[config.mk]
export PLATFORM = sky130hd
export DESIGN_NAME = cps_core_regs
export DESIGN_NICKNAME = d
export VERILOG_FILES = /design/src/rtl/cps_pkg.sv /design/src/rtl/cps_rx_bank.sv /design/src/rtl/cps_core_regs.sv
export VERILOG_INCLUDE_DIRS = /design/src /design/src/rtl
export SDC_FILE = /design/constraint.sdc
export NUM_CORES = 1
export LEC_CHECK = 0
export BUFFER_PORTS_ARGS = -buffer_cell sky130_fd_sc_hd__buf_2
export CORE_MARGIN = 10
export CORE_UTILIZATION = 50
export CTS_BUF_LIST = sky130_fd_sc_hd__clkbuf_4 sky130_fd_sc_hd__clkbuf_8
export DETAILED_ROUTE_END_ITERATION = 10
export GPL_ROUTABILITY_DRIVEN = 0
export PLACE_DENSITY = 0.8
export SLEW_MARGIN = 10
export SYNTH_ARGS = -nofsm -noshare
export SYNTH_HDL_FRONTEND = slang
export SYNTH_SLANG_ARGS = --single-unit
[constraint.sdc]
create_clock -name clk_in -period 7.1 [get_ports clk_in]
set_input_delay 1.42 -clock clk_in [delete_from_list [all_inputs] [get_ports clk_in]]
set_output_delay 1.42 -clock clk_in [all_outputs]
set_load 0.02 [all_outputs]
[src/rtl/cps_regs.svh]
// Constants for the core pointer and status register group
`ifndef CPS_REGS_SVH
`define CPS_REGS_SVH

// Condition word field positions
`define CPS_SIGN_EXT_BIT 0
`define CPS_UNS_MUL_BIT 1
`define CPS_SATURATE_BIT 2
`define CPS_FRAC_SHIFT_BIT 3
`define CPS_INT_EN_BIT 4
`define CPS_RESERVED_BIT 5
`define CPS_XFER_ZERO_BIT 6
`define CPS_XFER_SIGN_BIT 7
`define CPS_PTR_CARRY_BIT 8
`define CPS_PTR_ZERO_BIT 9
`define CPS_OVERFLOW_BIT 10
`define CPS_SIGN_BIT 11
`define CPS_ZERO_BIT 12
`define CPS_CARRY_BIT 13
`define CPS_TEST_ONE_BIT 14
`define CPS_TEST_TWO_BIT 15
`define CPS_TAG_BIT 16

// Reset values, step sizes and the loop and stack register numbers
`define CPS_STAT_RESET 17'h00000
`define CPS_STACK_STEP 16'h0002
`define CPS_CHAIN_BASE 6'h02
`define CPS_LOOP_REG 3'h4
`define CPS_STACK_REG 3'h7

// Pointer modification field codes
`define CPS_APMOD_NONE 2'h0
`define CPS_APMOD_DEC 2'h1
`define CPS_APMOD_INC 2'h2
`define CPS_APMOD_STRING 2'h3

`endif

[src/rtl/cps_pkg.sv]
// Types shared by the core pointer and status register group
package cps_pkg;

  // Kind of destination written by the current instruction
  typedef enum logic [1:0] {
    CPS_DEST_NONE,
    CPS_DEST_ACC,
    CPS_DEST_RX,
    CPS_DEST_XBUS
  } cps_dest_t;

  // Hardware loop sequencing
  typedef enum logic {
    CPS_LOOP_IDLE,
    CPS_LOOP_RUN
  } cps_loop_st_t;

endpackage

[src/rtl/cps_rx_bank.sv]
// Small register bank for the plain address registers
`timescale 1ns/1ns
module cps_rx_bank #(
  parameter int WIDTH = 16,
  parameter int DEPTH = 8,
  parameter int AW = 3
) (
  // Clock and control
  input wire logic clk_in,
  input wire logic rst_n_in,
  input wire logic ce_in,
  // Write port
  input wire logic wr_in,
  input wire logic [AW-1:0] wr_addr_in,
  input wire logic [WIDTH-1:0] wr_data_in,
  // Read port, data one cycle later
  input wire logic [AW-1:0] rd_addr_in,
  output logic [WIDTH-1:0] rd_data_out
);

  // Storage words
  logic [WIDTH-1:0] mem_q [DEPTH];

  // Write, cleared on reset so reads never show unknowns
  always_ff @(posedge clk_in) begin
    if (!rst_n_in) begin
      for (int i = 0; i < DEPTH; i++) begin
        mem_q[i] <= '0;
      end
    end else if (ce_in && wr_in) begin
      mem_q[wr_addr_in] <= wr_data_in;
    end
  end

  // Registered read
  always_ff @(posedge clk_in) begin
    if (!rst_n_in) begin
      rd_data_out <= '0;
    end else if (ce_in) begin
      rd_data_out <= mem_q[rd_addr_in];
    end
  end

endmodule

[src/rtl/cps_core_regs.sv]
// Accumulator pointers, address registers, chain length and condition word
`timescale 1ns/1ns
`include "cps_regs.svh"
module cps_core_regs #(
  parameter int AP_W = 5,
  parameter int RX_W = 16,
  parameter int STAT_W = 17
) (
  // Clock, reset, enable
  input wire logic clk_in,
  input wire logic rst_n_in,
  input wire logic ce_in,
  // Accumulator pointer access
  input wire logic [1:0] ap_sel_in,
  input wire logic [1:0] ap_mod_in,
  input wire logic ap_wr_in,
  input wire logic [AP_W-1:0] ap_wr_data_in,
  output logic [AP_W-1:0] acc_idx_out,
  output logic [AP_W-1:0] acc_ofs_idx_out,
  // Address register access
  input wire logic rx_wr_in,
  input wire logic [2:0] rx_wr_sel_in,
  input wire logic [RX_W-1:0] rx_wr_data_in,
  input wire logic [2:0] rx_rd_sel_in,
  output logic [RX_W-1:0] rx_rd_data_out,
  // Hardware loop and subroutine events
  input wire logic loop_open_in,
  input wire logic loop_close_in,
  input wire logic call_in,
  input wire logic ret_in,
  output logic loop_again_out,
  output logic loop_active_out,
  output logic [RX_W-1:0] stack_ptr_out,
  // Chain length
  input wire logic chain_wr_in,
  input wire logic [4:0] chain_wr_data_in,
  output logic [5:0] chain_words_out,
  // Condition and mode word
  input wire logic [4:0] mode_set_in,
  input wire logic [4:0] mode_clr_in,
  input wire logic stat_wr_in,
  input wire logic [STAT_W-1:0] stat_wr_data_in,
  input wire logic flag_upd_in,
  input wire cps_pkg::cps_dest_t dest_kind_in,
  input wire logic [RX_W-1:0] res_value_in,
  input wire logic res_carry_in,
  input wire logic res_ovf_in,
  input wire logic [1:0] test_wr_in,
  input wire logic [1:0] test_val_in,
  input wire logic mem_rd_in,
  input wire logic mem_tag_in,
  output logic [STAT_W-1:0] stat_out,
  // Maskable interrupt gate
  input wire logic int_req_in,
  output logic int_req_out
);
  import cps_pkg::*;

  // Four accumulator pointers
  logic [AP_W-1:0] ap_q [4];
  // Selected pointer after pre-modification
  logic [AP_W-1:0] ap_next;
  // Loop counter and stack pointer kept outside the bank
  logic [RX_W-1:0] loop_cnt_q;
  logic [RX_W-1:0] stack_q;
  // Loop sequencer state
  cps_loop_st_t loop_st_q;
  // Chain length field
  logic [4:0] chain_len_q;
  // Condition word
  logic [STAT_W-1:0] stat_q;
  logic [STAT_W-1:0] stat_d;
  // Bank read data and read path selection
  logic [RX_W-1:0] bank_rd;
  logic [RX_W-1:0] spec_rd_q;
  logic spec_sel_q;
  // Result is zero
  logic res_zero;

  assign res_zero = (res_value_in == 16'h0000);

  // Pointer step, wrapping inside five bits
  always_comb begin
    ap_next = ap_q[ap_sel_in];
    case (ap_mod_in)
      `CPS_APMOD_INC: ap_next = ap_q[ap_sel_in] + 5'h01;
      `CPS_APMOD_DEC: ap_next = ap_q[ap_sel_in] - 5'h01;
      default: ap_next = ap_q[ap_sel_in];
    endcase
  end

  // Pointer storage; step beats a plain load of the same pointer
  always_ff @(posedge clk_in) begin
    if (!rst_n_in) begin
      for (int i = 0; i < 4; i++) begin
        ap_q[i] <= 5'h00;
      end
    end else if (ce_in) begin
      if (ap_mod_in == `CPS_APMOD_INC || ap_mod_in == `CPS_APMOD_DEC) begin
        ap_q[ap_sel_in] <= ap_next;
      end else if (ap_wr_in) begin
        ap_q[ap_sel_in] <= ap_wr_data_in;
      end
    end
  end

  // Index handed to the accumulator file, already stepped
  always_ff @(posedge clk_in) begin
    if (!rst_n_in) begin
      acc_idx_out <= 5'h00;
      acc_ofs_idx_out <= 5'h10;
    end else if (ce_in) begin
      acc_idx_out <= ap_next;
      acc_ofs_idx_out <= ap_next ^ 5'h10;
    end
  end

  // Plain registers live in the bank; loop and stack slots unused there
  cps_rx_bank #(
    .WIDTH(RX_W),
    .DEPTH(8),
    .AW(3)
  ) u_bank (
    .clk_in(clk_in),
    .rst_n_in(rst_n_in),
    .ce_in(ce_in),
    .wr_in(rx_wr_in),
    .wr_addr_in(rx_wr_sel_in),
    .wr_data_in(rx_wr_data_in),
    .rd_addr_in(rx_rd_sel_in),
    .rd_data_out(bank_rd)
  );

  // Capture loop or stack value alongside the bank read
  always_ff @(posedge clk_in) begin
    if (!rst_n_in) begin
      spec_rd_q <= 16'h0000;
      spec_sel_q <= 1'b0;
    end else if (ce_in) begin
      spec_sel_q <= (rx_rd_sel_in == `CPS_LOOP_REG) || (rx_rd_sel_in == `CPS_STACK_REG);
      spec_rd_q <= (rx_rd_sel_in == `CPS_LOOP_REG) ? loop_cnt_q : stack_q;
    end
  end

  // Both sources are registered, so the mux adds no extra delay
  assign rx_rd_data_out = spec_sel_q ? spec_rd_q : bank_rd;

  // Loop counter: close of block counts down, load from software
  always_ff @(posedge clk_in) begin
    if (!rst_n_in) begin
      loop_cnt_q <= 16'h0000;
    end else if (ce_in) begin
      if (loop_close_in && loop_st_q == CPS_LOOP_RUN && !loop_cnt_q[15]) begin
        loop_cnt_q <= loop_cnt_q - 16'h0001;
      end else if (rx_wr_in && rx_wr_sel_in == `CPS_LOOP_REG) begin
        loop_cnt_q <= rx_wr_data_in;
      end
    end
  end

  // Loop sequencer: repeat while the count was not yet negative
  always_ff @(posedge clk_in) begin
    if (!rst_n_in) begin
      loop_st_q <= CPS_LOOP_IDLE;
      loop_again_out <= 1'b0;
    end else if (ce_in) begin
      loop_again_out <= 1'b0;
      case (loop_st_q)
        CPS_LOOP_IDLE: begin
          if (loop_open_in) begin
            loop_st_q <= CPS_LOOP_RUN;
          end
        end
        CPS_LOOP_RUN: begin
          if (loop_close_in) begin
            if (loop_cnt_q[15]) begin
              loop_st_q <= CPS_LOOP_IDLE;
            end else begin
              loop_again_out <= 1'b1;
            end
          end
        end
        default: loop_st_q <= CPS_LOOP_IDLE;
      endcase
    end
  end

  assign loop_active_out = (loop_st_q == CPS_LOOP_RUN);

  // Stack pointer; call and return beat a software load
  always_ff @(posedge clk_in) begin
    if (!rst_n_in) begin
      stack_q <= 16'h0000;
    end else if (ce_in) begin
      if (call_in && !ret_in) begin
        stack_q <= stack_q + `CPS_STACK_STEP;
      end else if (ret_in && !call_in) begin
        stack_q <= stack_q - `CPS_STACK_STEP;
      end else if (!call_in && rx_wr_in && rx_wr_sel_in == `CPS_STACK_REG) begin
        // Borrowing it is safe only when software follows the save rule
        stack_q <= rx_wr_data_in;
      end
    end
  end

  assign stack_ptr_out = stack_q;

  // Chain length; only an explicit load changes it
  always_ff @(posedge clk_in) begin
    if (!rst_n_in) begin
      chain_len_q <= 5'h00;
    end else if (ce_in && chain_wr_in) begin
      chain_len_q <= chain_wr_data_in;
    end
  end

  // Word count; values above 30 are illegal and not guarded
  always_ff @(posedge clk_in) begin
    if (!rst_n_in) begin
      chain_words_out <= `CPS_CHAIN_BASE;
    end else if (ce_in) begin
      chain_words_out <= {1'b0, chain_len_q} + `CPS_CHAIN_BASE;
    end
  end

  // Condition word next value: software first, hardware events override
  always_comb begin
    stat_d = stat_q;
    if (stat_wr_in) begin
      stat_d = stat_wr_data_in;
    end
    // Mode bits: set wins if both asked in one cycle
    stat_d[4:0] = (stat_d[4:0] & ~mode_clr_in) | mode_set_in;
    if (flag_upd_in) begin
      case (dest_kind_in)
        CPS_DEST_ACC: begin
          stat_d[`CPS_SIGN_BIT] = res_value_in[15];
          stat_d[`CPS_ZERO_BIT] = res_zero;
          stat_d[`CPS_CARRY_BIT] = res_carry_in;
          stat_d[`CPS_OVERFLOW_BIT] = res_ovf_in;
        end
        CPS_DEST_RX: begin
          stat_d[`CPS_PTR_CARRY_BIT] = res_carry_in;
          stat_d[`CPS_PTR_ZERO_BIT] = res_zero;
        end
        CPS_DEST_XBUS: begin
          stat_d[`CPS_XFER_SIGN_BIT] = res_value_in[15];
          stat_d[`CPS_XFER_ZERO_BIT] = res_zero;
        end
        default: stat_d = stat_d;
      endcase
    end
    // Test flags written by flag instructions
    if (test_wr_in[0]) begin
      stat_d[`CPS_TEST_ONE_BIT] = test_val_in[0];
    end
    if (test_wr_in[1]) begin
      stat_d[`CPS_TEST_TWO_BIT] = test_val_in[1];
    end
    if (mem_rd_in) begin
      stat_d[`CPS_TAG_BIT] = mem_tag_in;
    end
    // Reserved position always reads zero
    stat_d[`CPS_RESERVED_BIT] = 1'b0;
  end

  // Condition word storage; clean value even if startup skips clearing
  always_ff @(posedge clk_in) begin
    if (!rst_n_in) begin
      stat_q <= `CPS_STAT_RESET;
    end else if (ce_in) begin
      stat_q <= stat_d;
    end
  end

  assign stat_out = stat_q;

  // Maskable interrupt request passes only when enabled
  assign int_req_out = int_req_in & stat_q[`CPS_INT_EN_BIT];

  // Step wraps inside five bits
  chk_ap_inc_wrap: assert property (@(posedge clk_in) disable iff (!rst_n_in)
    ce_in && ap_mod_in == `CPS_APMOD_INC && ap_q[ap_sel_in] == 5'h1f
    |=> acc_idx_out == 5'h00)
    else $error("pointer increment did not wrap");

  // Index follows the stepped pointer
  chk_ap_pre_step: assert property (@(posedge clk_in) disable iff (!rst_n_in)
    ce_in && ap_mod_in == `CPS_APMOD_DEC
    |=> acc_idx_out == $past(ap_q[ap_sel_in]) - 5'h01)
    else $error("pointer decrement not applied before use");

  // Call moves stack up by two
  chk_stack_call: assert property (@(posedge clk_in) disable iff (!rst_n_in)
    ce_in && call_in && !ret_in |=> stack_ptr_out == $past(stack_ptr_out) + 16'h0002)
    else $error("call did not add two to stack");

  // Return moves stack down by two
  chk_stack_ret: assert property (@(posedge clk_in) disable iff (!rst_n_in)
    ce_in && ret_in && !call_in |=> stack_ptr_out == $past(stack_ptr_out) - 16'h0002)
    else $error("return did not subtract two from stack");

  // Non-negative count repeats the block
  chk_loop_repeat: assert property (@(posedge clk_in) disable iff (!rst_n_in)
    ce_in && loop_active_out && loop_close_in && !loop_cnt_q[15]
    |=> loop_again_out && loop_active_out)
    else $error("loop did not repeat");

  // Negative count ends the loop
  chk_loop_stop: assert property (@(posedge clk_in) disable iff (!rst_n_in)
    ce_in && loop_active_out && loop_close_in && loop_cnt_q[15]
    |=> !loop_again_out && !loop_active_out)
    else $error("loop did not stop on negative count");

  // Word count tracks length plus two
  chk_chain_words: assert property (@(posedge clk_in) disable iff (!rst_n_in)
    ce_in && chain_wr_in ##1 ce_in |=> chain_words_out == $past(chain_wr_data_in, 2) + 6'h02)
    else $error("chain word count wrong");

  // Interrupt blocked while disabled
  chk_int_gate: assert property (@(posedge clk_in) disable iff (!rst_n_in)
    !stat_out[`CPS_INT_EN_BIT] |-> !int_req_out)
    else $error("interrupt passed while disabled");

  // Accumulator flags follow the result
  chk_acc_flags: assert property (@(posedge clk_in) disable iff (!rst_n_in)
    ce_in && flag_upd_in && dest_kind_in == CPS_DEST_ACC
    |=> stat_out[`CPS_SIGN_BIT] == $past(res_value_in[15])
        && stat_out[`CPS_ZERO_BIT] == ($past(res_value_in) == 16'h0000)
        && stat_out[`CPS_CARRY_BIT] == $past(res_carry_in))
    else $error("accumulator flags wrong");

  // Transfer flags follow the moved value, pointer flags untouched
  chk_xfer_flags: assert property (@(posedge clk_in) disable iff (!rst_n_in)
    ce_in && flag_upd_in && dest_kind_in == CPS_DEST_XBUS && !stat_wr_in
    |=> stat_out[`CPS_XFER_SIGN_BIT] == $past(res_value_in[15])
        && $stable(stat_out[`CPS_PTR_ZERO_BIT]))
    else $error("transfer flags wrong");

  // Memory read loads the tag
  chk_tag_load: assert property (@(posedge clk_in) disable iff (!rst_n_in)
    ce_in && mem_rd_in |=> stat_out[`CPS_TAG_BIT] == $past(mem_tag_in))
    else $error("tag bit not loaded");

endmodule

Yosys cells after proc, flatten, opt, wreduce, memory -nomap -nowiden:

Memories as Yosys holds them, arrays and structs flattened. A register that Yosys moved wholly into a read port is not among the register bits.
Index checks and enable logic that the tools add are counted.

* flip-flop bits (word level): 88
* memory bits (writable): 148
* input bits: 102
* output and inout port bits: 68
* word-level logic and storage cells: 99
* memories: 2

* $add $sub $neg: 6
* equal/unequal tests: 9
* muxes and demuxes: 42
* bitwise operators: 7
* reduce and logical (&&, ||, !) cells: 22

Memory list
* u_bank.mem_q: depth 8, width 16, rd ports 1, clocked after memory_dff 1, write ports 8, RTL line cps_rx_bank.sv:22 `logic [WIDTH-1:0] mem_q [DEPTH];`
* ap_q: depth 4, width 5, rd ports 1, clocked after memory_dff 0, write ports 4, RTL line cps_core_regs.sv:60 `logic [AP_W-1:0] ap_q [4];`

Operators by type and width (count)
* $mux 16: 8
* $mux 1: 23
* $mux 17: 1
* $add 16x2->16 const B: 1
* $logic_not 16->1: 1
* $reduce_or 16->1: 1
* $sub 16x1->16 const B: 1
* $sub 16x2->16 const B: 1
* $mux 14: 1
* $eq 3x3->1 const B: 4
* $mux 5: 2
* $pmux 5 s2: 1
* $logic_and 1x1->1: 9
* $add 5x2->6 const B: 1
* $eq 2x2->1 const B: 3
* $mux 2: 3
* $add 5x1->5 const B: 1
* $and 5x5->5: 1
* $not 5->5: 1
* $or 5x5->5: 1
* $reduce_or 5->1: 1
* $sub 5x1->5 const B: 1
* $eq 2x1->1 const B: 2
* $logic_not 1->1: 4
* 10 further kinds: 13

Depth between registers and ports, before layout:

Gate-level depths: netlist of run 1.

* depth after elaboration: 9
* gate-level depth with buffers: 10
* depth with buffers taken out: 10

Cells and area by module:

From an unflattened synthesis of run 1, not the netlist that was laid out.

* cell total of the unflattened synthesis: 1204
* area, all modules: 12565.8 µm²

Modules (own cells, without submodules)
* cps_rx_bank: instances 1, cells each 454, area each 6491.2 µm², seq. area each 4164.0 µm²
* cps_core_regs: instances 1, cells each 750, area each 6074.6 µm², seq. area each 2282.2 µm²

Worst setup path before layout of run 1:

Ideal clock, no wire load.

* path type: input -> register
* start point: input port ap_sel_in[0]
* end point: memory ap_q[0][4], data pin
* setup time: 265 ps
* arrival time: 3728 ps
* data required time: 6835 ps
* setup slack: 3107 ps
* cell stages on the path: 9
* path buffers: 1
* cell sequence: clkbuf_1 -> mux4_2 -> ha_1 -> nor2b_1 -> o21ai_1 -> a21oi_1 -> or3b_1 -> mux2i_1 -> a21oi_1

RTL lines
* start, declared: RTL line cps_core_regs.sv:14 `input wire logic [1:0] ap_sel_in,`
* end, declared: RTL line cps_core_regs.sv:60

==> results of run 1 <==
## path summary, 6_finish.rpt
kind          startpoint                   to  slack, ps  depth (start not counted)
min          stat_out[1]          stat_out[1]        460                          2
min reg2reg  stat_out[1]          stat_out[1]        460                          2
max reg2reg   ap_q[3][2]           ap_q[1][4]       4280                          8
max                ce_in  u_bank.mem_q[1][12]       2640                          7
## kinds of logic after synthesis
logic type	synth area share
buf+inv	0.0372
fa+ha+maj	0.0118
simple gates	0.183
other cells	0.000305
compound gates	0.116
mux	0.119
flops	0.525
xor+xnor	0.00784
## cells in the mapped netlist (3+ instances only)
cell type / count / share of area
nor2b_1: 5 / 0.0025
o31ai_1: 6 / 0.0037
and3_1: 9 / 0.0046
a211oi_1: 42 / 0.026
o21ai_0: 56 / 0.023
buf_4: 5 / 0.0031
o211ai_1: 4 / 0.0024
o221ai_1: 3 / 0.0021
mux4_2: 36 / 0.066
edfxtp_1: 148 / 0.36
a22oi_1: 3 / 0.0018
xor2_1: 4 / 0.0029
ha_1: 10 / 0.010
buf_1: 5 / 0.0015
clkbuf_1: 72 / 0.022
xnor2_1: 7 / 0.0050
nor3b_1: 5 / 0.0031
a21oi_1: 75 / 0.031
nand3_1: 34 / 0.014
a31oi_1: 4 / 0.0020
nor4_1: 13 / 0.0066
nand4_1: 8 / 0.0041
nand2b_1: 11 / 0.0056
a311oi_1: 3 / 0.0021
buf_2: 5 / 0.0020
a221oi_1: 3 / 0.0021
dfxtp_1: 100 / 0.16
nand3b_1: 6 / 0.0037
and2_1: 124 / 0.063
nand2_1: 56 / 0.017
nor3_1: 29 / 0.012
o22ai_1: 7 / 0.0036
nor2_1: 122 / 0.037
mux2_2: 18 / 0.016
inv_1: 22 / 0.0067
o21a_1: 5 / 0.0031
mux2i_1: 45 / 0.037
## power by group
group | total, uW | switching [uW] | internal (uW)
Clock | 1240 | 544 | 696
Sequential | 1660 | 54.2 | 1610
Combinational | 482 | 298 | 185
## metrics by stage
stage               cell area [sq um]  total power, uW
finish                          14100             3390
CTS                             14100             3400
detailed placement              13300             2170
global route                    14100             3510
global placement                13300             2150
floorplan                       12300             2000
## flip-flops by register name, summed over array words and instances, names as in the netlist
register	cells
loop_cnt_q	16
chain_len_q	5
acc_idx_out	5
chain_words_out	6
u_bank.rd_data_out	16
loop_active_out	1
ap_q	20
stat_out	16
u_bank.mem_q	128
spec_sel_q	1
acc_ofs_idx_out	1
spec_rd_q	16
loop_again_out	1
stack_ptr_out	16
## layout make-up
class	count	area share
Timing Repair Buffer	182	0.0674
Multi-Input combinational cell	787	0.382
Tap cell	324	0.0287
Inverter	25	0.00665
Clock buffer	62	0.0552
Clock inverter	7	0.00275
Sequential cell	248	0.457
## metal layers
metal	vias up	GRT usage	share of wire
li1	4476	-	-
met1	4561	0.279	0.41
met2	429	0.323	0.48
met3	62	0.0352	0.087
met4	2	0.0750	0.030
met5	-	0	0.00039
## worst max-delay path: cells and delay by family
| family | cells | cell delay, ps |
|---|---|---|
| buf+inv | 3 | 1080 |
| simple gates | 4 | 2070 |
==> results.toml, run 1 <==
[sta]
fin_crit_sh = 0.628
maxSlewViolCount = 0
relSlewSlack = 0.301
setup_slack_ps = 2640
rsz0062_at_grt = "false"
hold_ws_ps = 458
setup_viol = 0
tns_ps = 0
hold_viol_final = 0
period_minus_slack_ps = 4460
max_freq_mhz = 224
tightest_slew_ps = 1040
finalClockSkew_ps = 21.7

[floorplan]
die_w_um = 177
initial_core_util = 0.507
rows = 57
ios = 170
fp.dieH_um = 177
core_region_area_sq_um = 24200
die-area_sq_um = 31200

[synthesis]
synth_flop_cell = "edfxtp_1"
syn_avg_cell_area_sq_um = 10.7
synth_edf_count = 148
synth_seq_cells = 248
yosys_warnings = 0
yosysSeqAreaShare = 0.525
synth-async-reset-ratio = 0
yosys.cell_types.count = 66
synthesis.nets = 1261
syn_inst = 1148
synth_area_sq_um = 12300

[clock_tree]
clk_latency_ps = 540
cts_resized = 0
numCtsBuffers = 41
ctsHoldBuffers = 0
cts_sinks = 248
cts_root_buffer = "clkbuf_8"
clock_path_buffers = 3
post_cts_buffers = 0
path_clk_slew_ps = 60
cts_tree = "done"
htreeDepth = 2

[setup_path]
critical-path-max-stage-delay_ps = 720
crit_chain = "buf_4 > inv_2 > nor2_1 > nand3_1 > nor3_1 > buf_4 > nand2b_1"
end_kind = "flop"
critPathSlowestCell = "nand2b_1"
cp_data_required_time_ps = 7250
setup.worst_path.class = "input port to flop"
crit_path_start_kind = "input port"
cp_max_fo = 57
arrival_ps = 4610
crit_top_cell = "buf_4"

[routing]
drt_iter0_markers = 1131
drtAntennaViolNets = 0
drc_errors = 0
wl_um = 33500
dr.pass1.iters = 6
wire_per_inst_um = 20.5
vias = 9530
via_per_inst = 5.83

[final_layout]
nets = 1398
fin_cells = 1635
final_common_cell = "buf_2"
layout_common_cells = "buf_2 (166), edfxtp_1 (148), and2_1 (124), nor2_1 (122), dfxtp_1 (100)"
multi_input_area_sq_um = 5390
layout-drive-gt1-share = 0.241
fillers = 2048
area_growth_pct = 14.8
antenna_cells = 0
utilization = 0.582
seq_area_sq_um = 6450

[placed_design]
dpl_worst_slack_ps = 2220
placed_cells = 1566
numPortBuffers = 167
place_hpwl_um = 22900

[power]
p_per_area_nw_per_um2 = 240
power.static_leakage_uw = 0.00544
ir_worst_vdd_v = 0.000145

[hold_path]
min_path_type = "flop to flop"

[global_routing]
grt_usage = 0.205
grt_pass1_wl_um = 50700
antenna_found_initial = 1
grt_pass1_vias = 9154
grt_max_degree = 77
grt.overflow.total = 0

[run_status]
status = "finished, final reports clean"

[flow_run]
maxCapViolCount = 0
Power figures use the tool's default switching activity.
==> run 2, diff against run 1 <==
Settings changed: ABC_AREA set to 1, PLACE_DENSITY 0.8 to 0.83.
Clock period 7.1 ns to 3.98 ns, I/O delays scaled along.
==> run 2 against run 1 <==
  * Via count grew 20%
  * Hold slack lost 4.4 ps
  * Utilization is essentially flat
  * Area after synthesis grew 2.3%
  * Sequential share of layout area shrank 0.54 points
  * Cell count grew 24%
  * Global-route usage grew 1.2 points
  * Synthesized cell count grew 34%
==> results.toml, run 2 <==
[sta]
tightest_slew_ps = 844
relSlewSlack = 0.436
maxSlewViolCount = 0
hold_ws_ps = 453
tns_ps = 0
hold_viol_final = 0
rsz0062_at_grt = "false"
fin_crit_sh = 0.699
setup_viol = 0
period_minus_slack_ps = 2780
max_freq_mhz = 359
finalClockSkew_ps = 25.6

[power]
p_per_area_nw_per_um2 = 435
power.static_leakage_uw = 0.00607
ir_worst_vdd_v = 0.000223

[synthesis]
synth_area_sq_um = 12600
yosys.area.top_type = "edfxtp_1"
yosys.cell_types.count = 43
synth-async-reset-ratio = 0
synthesis.nets = 1656
synth_area_leaders = "edfxtp_1 (35%), dfxtp_1 (16%), nand2_1 (8.5%)"
synth_flop_cell = "edfxtp_1"
yosysSeqAreaShare = 0.513
synth_top_area_frac = 0.353
yosys_warnings = 0
synth_seq_cells = 248
synth_edf_count = 148
yosys.cell_count.top_type = "nand2_1"
syn_inst = 1543
syn_avg_cell_area_sq_um = 8.15
ys_top_cells_by_count = "nand2_1 (285), nor2_1 (282), edfxtp_1 (148)"

[clock_tree]
htreeDepth = 2
path_clk_slew_ps = 60
cts_tree = "done"
numCtsBuffers = 42
cts_sinks = 248
clock_path_buffers = 3
cts_resized = 0
clk_latency_ps = 550
cts_root_buffer = "clkbuf_8"
post_cts_buffers = 0
ctsHoldBuffers = 0

[setup_path]
crit_cells = 5
critPathSlowestCell = "nand2_1"
cp_data_required_time_ps = 4150
r2r-start = "ap_q[1][3]"
end_kind = "flop"
crit_family = "simple AND/OR/NAND/NOR gates"
crit_path_start = "rst_n_in"
r2r-end = "ap_q[3][4]"
crit_chain = "buf_2 > nand2_2 > nor2_2 > nand2_1 > nand2_1"
cp_max_fo = 25
reg2regPathDepth = 10
setup.worst_path.class = "input port to flop"
rrSetupSlack_ps = 1660
arrival_ps = 2950
crit_buf_inv = 1
crit_path_start_kind = "input port"
crit_top_cell = "nand2_1"
critical-path-max-stage-delay_ps = 690

[routing]
drc_errors = 0
drtAntennaViolNets = 0
wl_um = 35700
drt_iter0_markers = 1375
vias = 11400
dr.pass1.iters = 6
via_per_inst = 5.62
wire_per_inst_um = 17.6

[run_status]
status = "finished, final reports clean"

[flow_run]
maxCapViolCount = 0

[final_layout]
multi_input_area_sq_um = 5170
layout_common_cells = "nand2_1 (285), nor2_1 (282), buf_2 (167), edfxtp_1 (148), o21ai_0 (120)"
largest_reg_flops = 128
nets = 1788
reg.largest.list = "u_bank.mem_q x128, ap_q x20"
layout-drive-gt1-share = 0.185
fillers = 2116
area_growth_pct = 13.5
regMostFlops = "u_bank.mem_q"
final_common_cell = "nand2_1"
antenna_cells = 0
seq_area_sq_um = 6450

[floorplan]
initial_core_util = 0.513
fp.dieH_um = 179
rows = 57
ios = 170
core_region_area_sq_um = 24500
die-area_sq_um = 31900
die_w_um = 179

[hold_path]
hp-start = "stat_out[7]"
hold_end = "stat_out[7]"
hold_depth = 2
min_path_type = "flop to flop"

[global_routing]
grt.overflow.total = 0
grt_pass1_wl_um = 56000
antenna_found_initial = 0
grt_max_degree = 81
grt_usage = 0.217
grt_pass1_vias = 10900

[placed_design]
numPortBuffers = 167
place_hpwl_um = 24800
-- run 2: changes by cell type after synthesis, moves of 31 or more --
| cell | change |
|---|---|
| mux4_2 | -36 |
| o21ai_1 | +31 |
| o211ai_1 | +35 |
| o21ai_0 | +64 |
| nor2_1 | +160 |
| nand3_1 | +70 |
| a211oi_1 | -34 |
| nor2_2 | +33 |
| and2_1 | -123 |
| nand2_1 | +229 |
| clkbuf_1 | -34 |
| inv_1 | +77 |
| mux2i_1 | -45 |
-- run 2: cell type report --
cell class | instances | share of cell area
Clock buffer | 61 | 0.0527
Clock inverter | 14 | 0.00754
Inverter | 124 | 0.0326
Multi-Input combinational cell | 1080 | 0.362
Sequential cell | 248 | 0.452
Tap cell | 324 | 0.0284
Timing Repair Buffer | 179 | 0.0649
-- run 2: how the worst max path moves through the flow --
stage,end,slack (ps)
after detailed placement,u_bank.mem_q[7][2],710
after global routing,u_bank.mem_q[7][9],990
after CTS,u_bank.mem_q[7][9],1240
after floorplan,ap_q[0][4],1300
after global placement,u_bank.mem_q[5][0],750
final,u_bank.mem_q[7][9],1200
-- run 2: logic make-up (layout without fill, tap and decap cells) --
logic type,after synthesis,count (layout),synth area share
adder cells (fa/ha/maj),11,11,0.0115
AND/OR/NAND/NOR,735,735,0.246
AO/OA/AOI/OAI,318,318,0.142
flip-flops,248,248,0.513
multiplexers,3,3,0.00269
XOR/XNOR,12,12,0.00836
other,1,1,0.000298
buffers and inverters,215,378,0.0762
-- run 2: routing by layer --
layer	wire (um)	GRT usage
met3	3400	0.0374
met2	17200	0.359
met5	0	0
met4	932	0.0737
met1	14200	0.281
-- run 2: worst min-delay path, stage by stage, from the launching register on --
cell	delay, ps
dfxtp_1	300
nand2_1	60
a21oi_1	50
-- run 2: through the flow --
stage | setup slack [ps] | instances | util | area, sq um | total power (uW)
final | 1200 | 2030 | 0.582 | 14300 | 6210
after floorplan | 1300 | 1543 | - | 12600 | 3630
after CTS | 1240 | 2030 | 0.582 | 14300 | 6220
after global routing | 989 | 2030 | 0.582 | 14300 | 6470
after detailed placement | 713 | 1955 | 0.547 | 13400 | 3920
after global placement | 753 | 1955 | 0.547 | 13400 | 3890
-- run 2: power breakdown --
| group | switching [uW] | internal [uW] |
|---|---|---|
| logic | 628 | 282 |
| registers | 97.2 | 2880 |
| clock network | 1040 | 1290 |
==> run 3, diff against run 2 <==
Settings changed: ABC_AREA 1 to 0.
Clock period 3.98 ns to 2.27 ns, I/O delays scaled along.
==> run 3 against run 2 <==
  * The flow now finishes with violations (setup timing)
  * Clock power up 95%
  * First-iteration DRC count down 47%
  * Die area down 2.0%
  * Design area up 4.9%
  * Critical endpoint is now ap_q[1][4]
  * Combinational power up 86%
  * Sequential power up 73%
  * Sequential share of layout area down 2.1 points
  * Largest power group unchanged
  * Hold slack worse by 280 ps
  * Wire length down 4.9%
  * Global-route usage down 0.76 points
==> results.toml, run 3 (same netlist as run 1, synthesis figures left out) <==
[run_status]
violations = "setup timing"
status = "finished with violations"

[power]
power.static_leakage_uw = 0.00591
p_per_area_nw_per_um2 = 760
p_total_uw = 11400
ir_worst_vdd_v = 0.000591

[routing]
drc_errors = 0
drtAntennaViolNets = 0
wire_per_inst_um = 19.8
via_per_inst = 5.81
vias = 9995
dr.pass1.iters = 5
wl_um = 34000
drt_iter0_markers = 723

[final_layout]
final_common_cell = "buf_2"
final_area_sq_um = 15000
layout_common_cells = "buf_2 (166), edfxtp_1 (148), and2_1 (124), nor2_1 (121), dfxtp_1 (100)"
nets = 1473
regMostFlops = "u_bank.mem_q"
layout-drive-gt1-share = 0.293
reg.largest.list = "u_bank.mem_q x128, ap_q x20"
area_growth_pct = 21.9
largest_reg_flops = 128

[clock_tree]
cts_tree = "done"
cts_sinks = 248
numCtsBuffers = 43
htreeDepth = 2
cts_root_buffer = "clkbuf_8"
clock_path_buffers = 3
path_clk_slew_ps = 60
ctsHoldBuffers = 0
clk_latency_ps = 590

[sta]
finalClockSkew_ps = 46.0
tightest_slew_ps = 868
max_freq_mhz = 407
relSlewSlack = 0.421
maxSlewViolCount = 0
period_minus_slack_ps = 2460
fin_crit_sh = 1.08
setup_viol = 9
setup_slack_ps = -186
tns_ps = -1090
hold_viol_final = 0
hold_ws_ps = 171
rsz0062_at_grt = "true"

[floorplan]
die-area_sq_um = 31200
initial_core_util = 0.507
fp.dieH_um = 177
die_w_um = 177
core_region_area_sq_um = 24200
ios = 170
rows = 57

[setup_path]
end_kind = "flop"
cp_max_fo = 4
arrival_ps = 2740
crit_path_start_kind = "flop"
cp_data_required_time_ps = 2560
setup.worst_path.class = "flop to flop"

[global_routing]
grt_max_degree = 77
grt.overflow.total = 0
grt_pass1_wl_um = 52300
antenna_found_initial = 1
grt_usage = 0.209
grt_pass1_vias = 9746

[placed_design]
dpl_worst_slack_ps = -615
place_hpwl_um = 23800
numPortBuffers = 167
dpl_cell_area_sq_um = 14000

[flow_run]
maxCapViolCount = 0

[hold_path]
min_path_type = "input port to flop"
[run 3: cell count changes in the layout (fill, tap and decap cells not counted), sizes merged, moves of 76 or more]
cell	previous run	this run
and2	1	124
buf	179	255
inv	115	24
nand2	292	56
nor2	316	122
o21ai	156	58
[run 3: power by group]
group,total (uW),internal [uW],switching [uW]
Sequential,5170,5040,136
Combinational,1690,698,990
Clock,4520,2610,1910
Total,11400,8340,3030
[run 3: final timing paths]
path | end | from | depth (start not counted) | slack [ps]
setup reg to reg | ap_q[1][4] | ap_q[3][2] | 8 | -190
hold reg to reg | stat_out[0] | stat_out[0] | 2 | 450
setup / recovery | ap_q[1][4] | ap_q[3][2] | 8 | -190
hold / removal | loop_active_out | loop_open_in | 3 | 170
[run 3: per-layer routing]
metal / global-route usage / vias up / wire, um
met4: 0.0928 / 0 / 1150
met5: 0 / - / 0
met3: 0.0497 / 88 / 3070
met1: 0.251 / 4777 / 13200
met2: 0.351 / 490 / 16600
li1: - / 4640 / -
[run 3: through the flow]
| step | util | instances |
|---|---|---|
| final | 0.618 | 1719 |
| after global routing | 0.618 | 1719 |
| after CTS | 0.617 | 1717 |
| after detailed placement | 0.575 | 1637 |
| after global placement | 0.575 | 1637 |
| after floorplan | - | 1148 |
[run 3: cell type report]
| cell class | instances | area (sq um) |
|---|---|---|
| clock buffer | 64 | 793 |
| inverter | 25 | 93.8 |
| fill | 1910 | 9270 |
| multi-input combinational | 787 | 5470 |
| antenna | 1 | 2.50 |
| timing repair buffer | 255 | 1590 |
| tap | 324 | 405 |
| clock inverter | 15 | 176 |
| sequential | 248 | 6450 |
[run 3: what timing repair did]
item	4_1_cts	5_1_grt
setup buffers	1	1
pin swaps	10	1
endpoints found under the setup margin	10	11
gates resized for setup	4	2
[run 3: critical path, stage by stage, from the launching register on]
cell	delay, ps
edfxtp_1	350
mux4_2	520
ha_4	240
nor2b_4	130
o21ai_2	140
a21oi_1	80
or3b_4	410
mux2i_4	230
a21oi_1	100
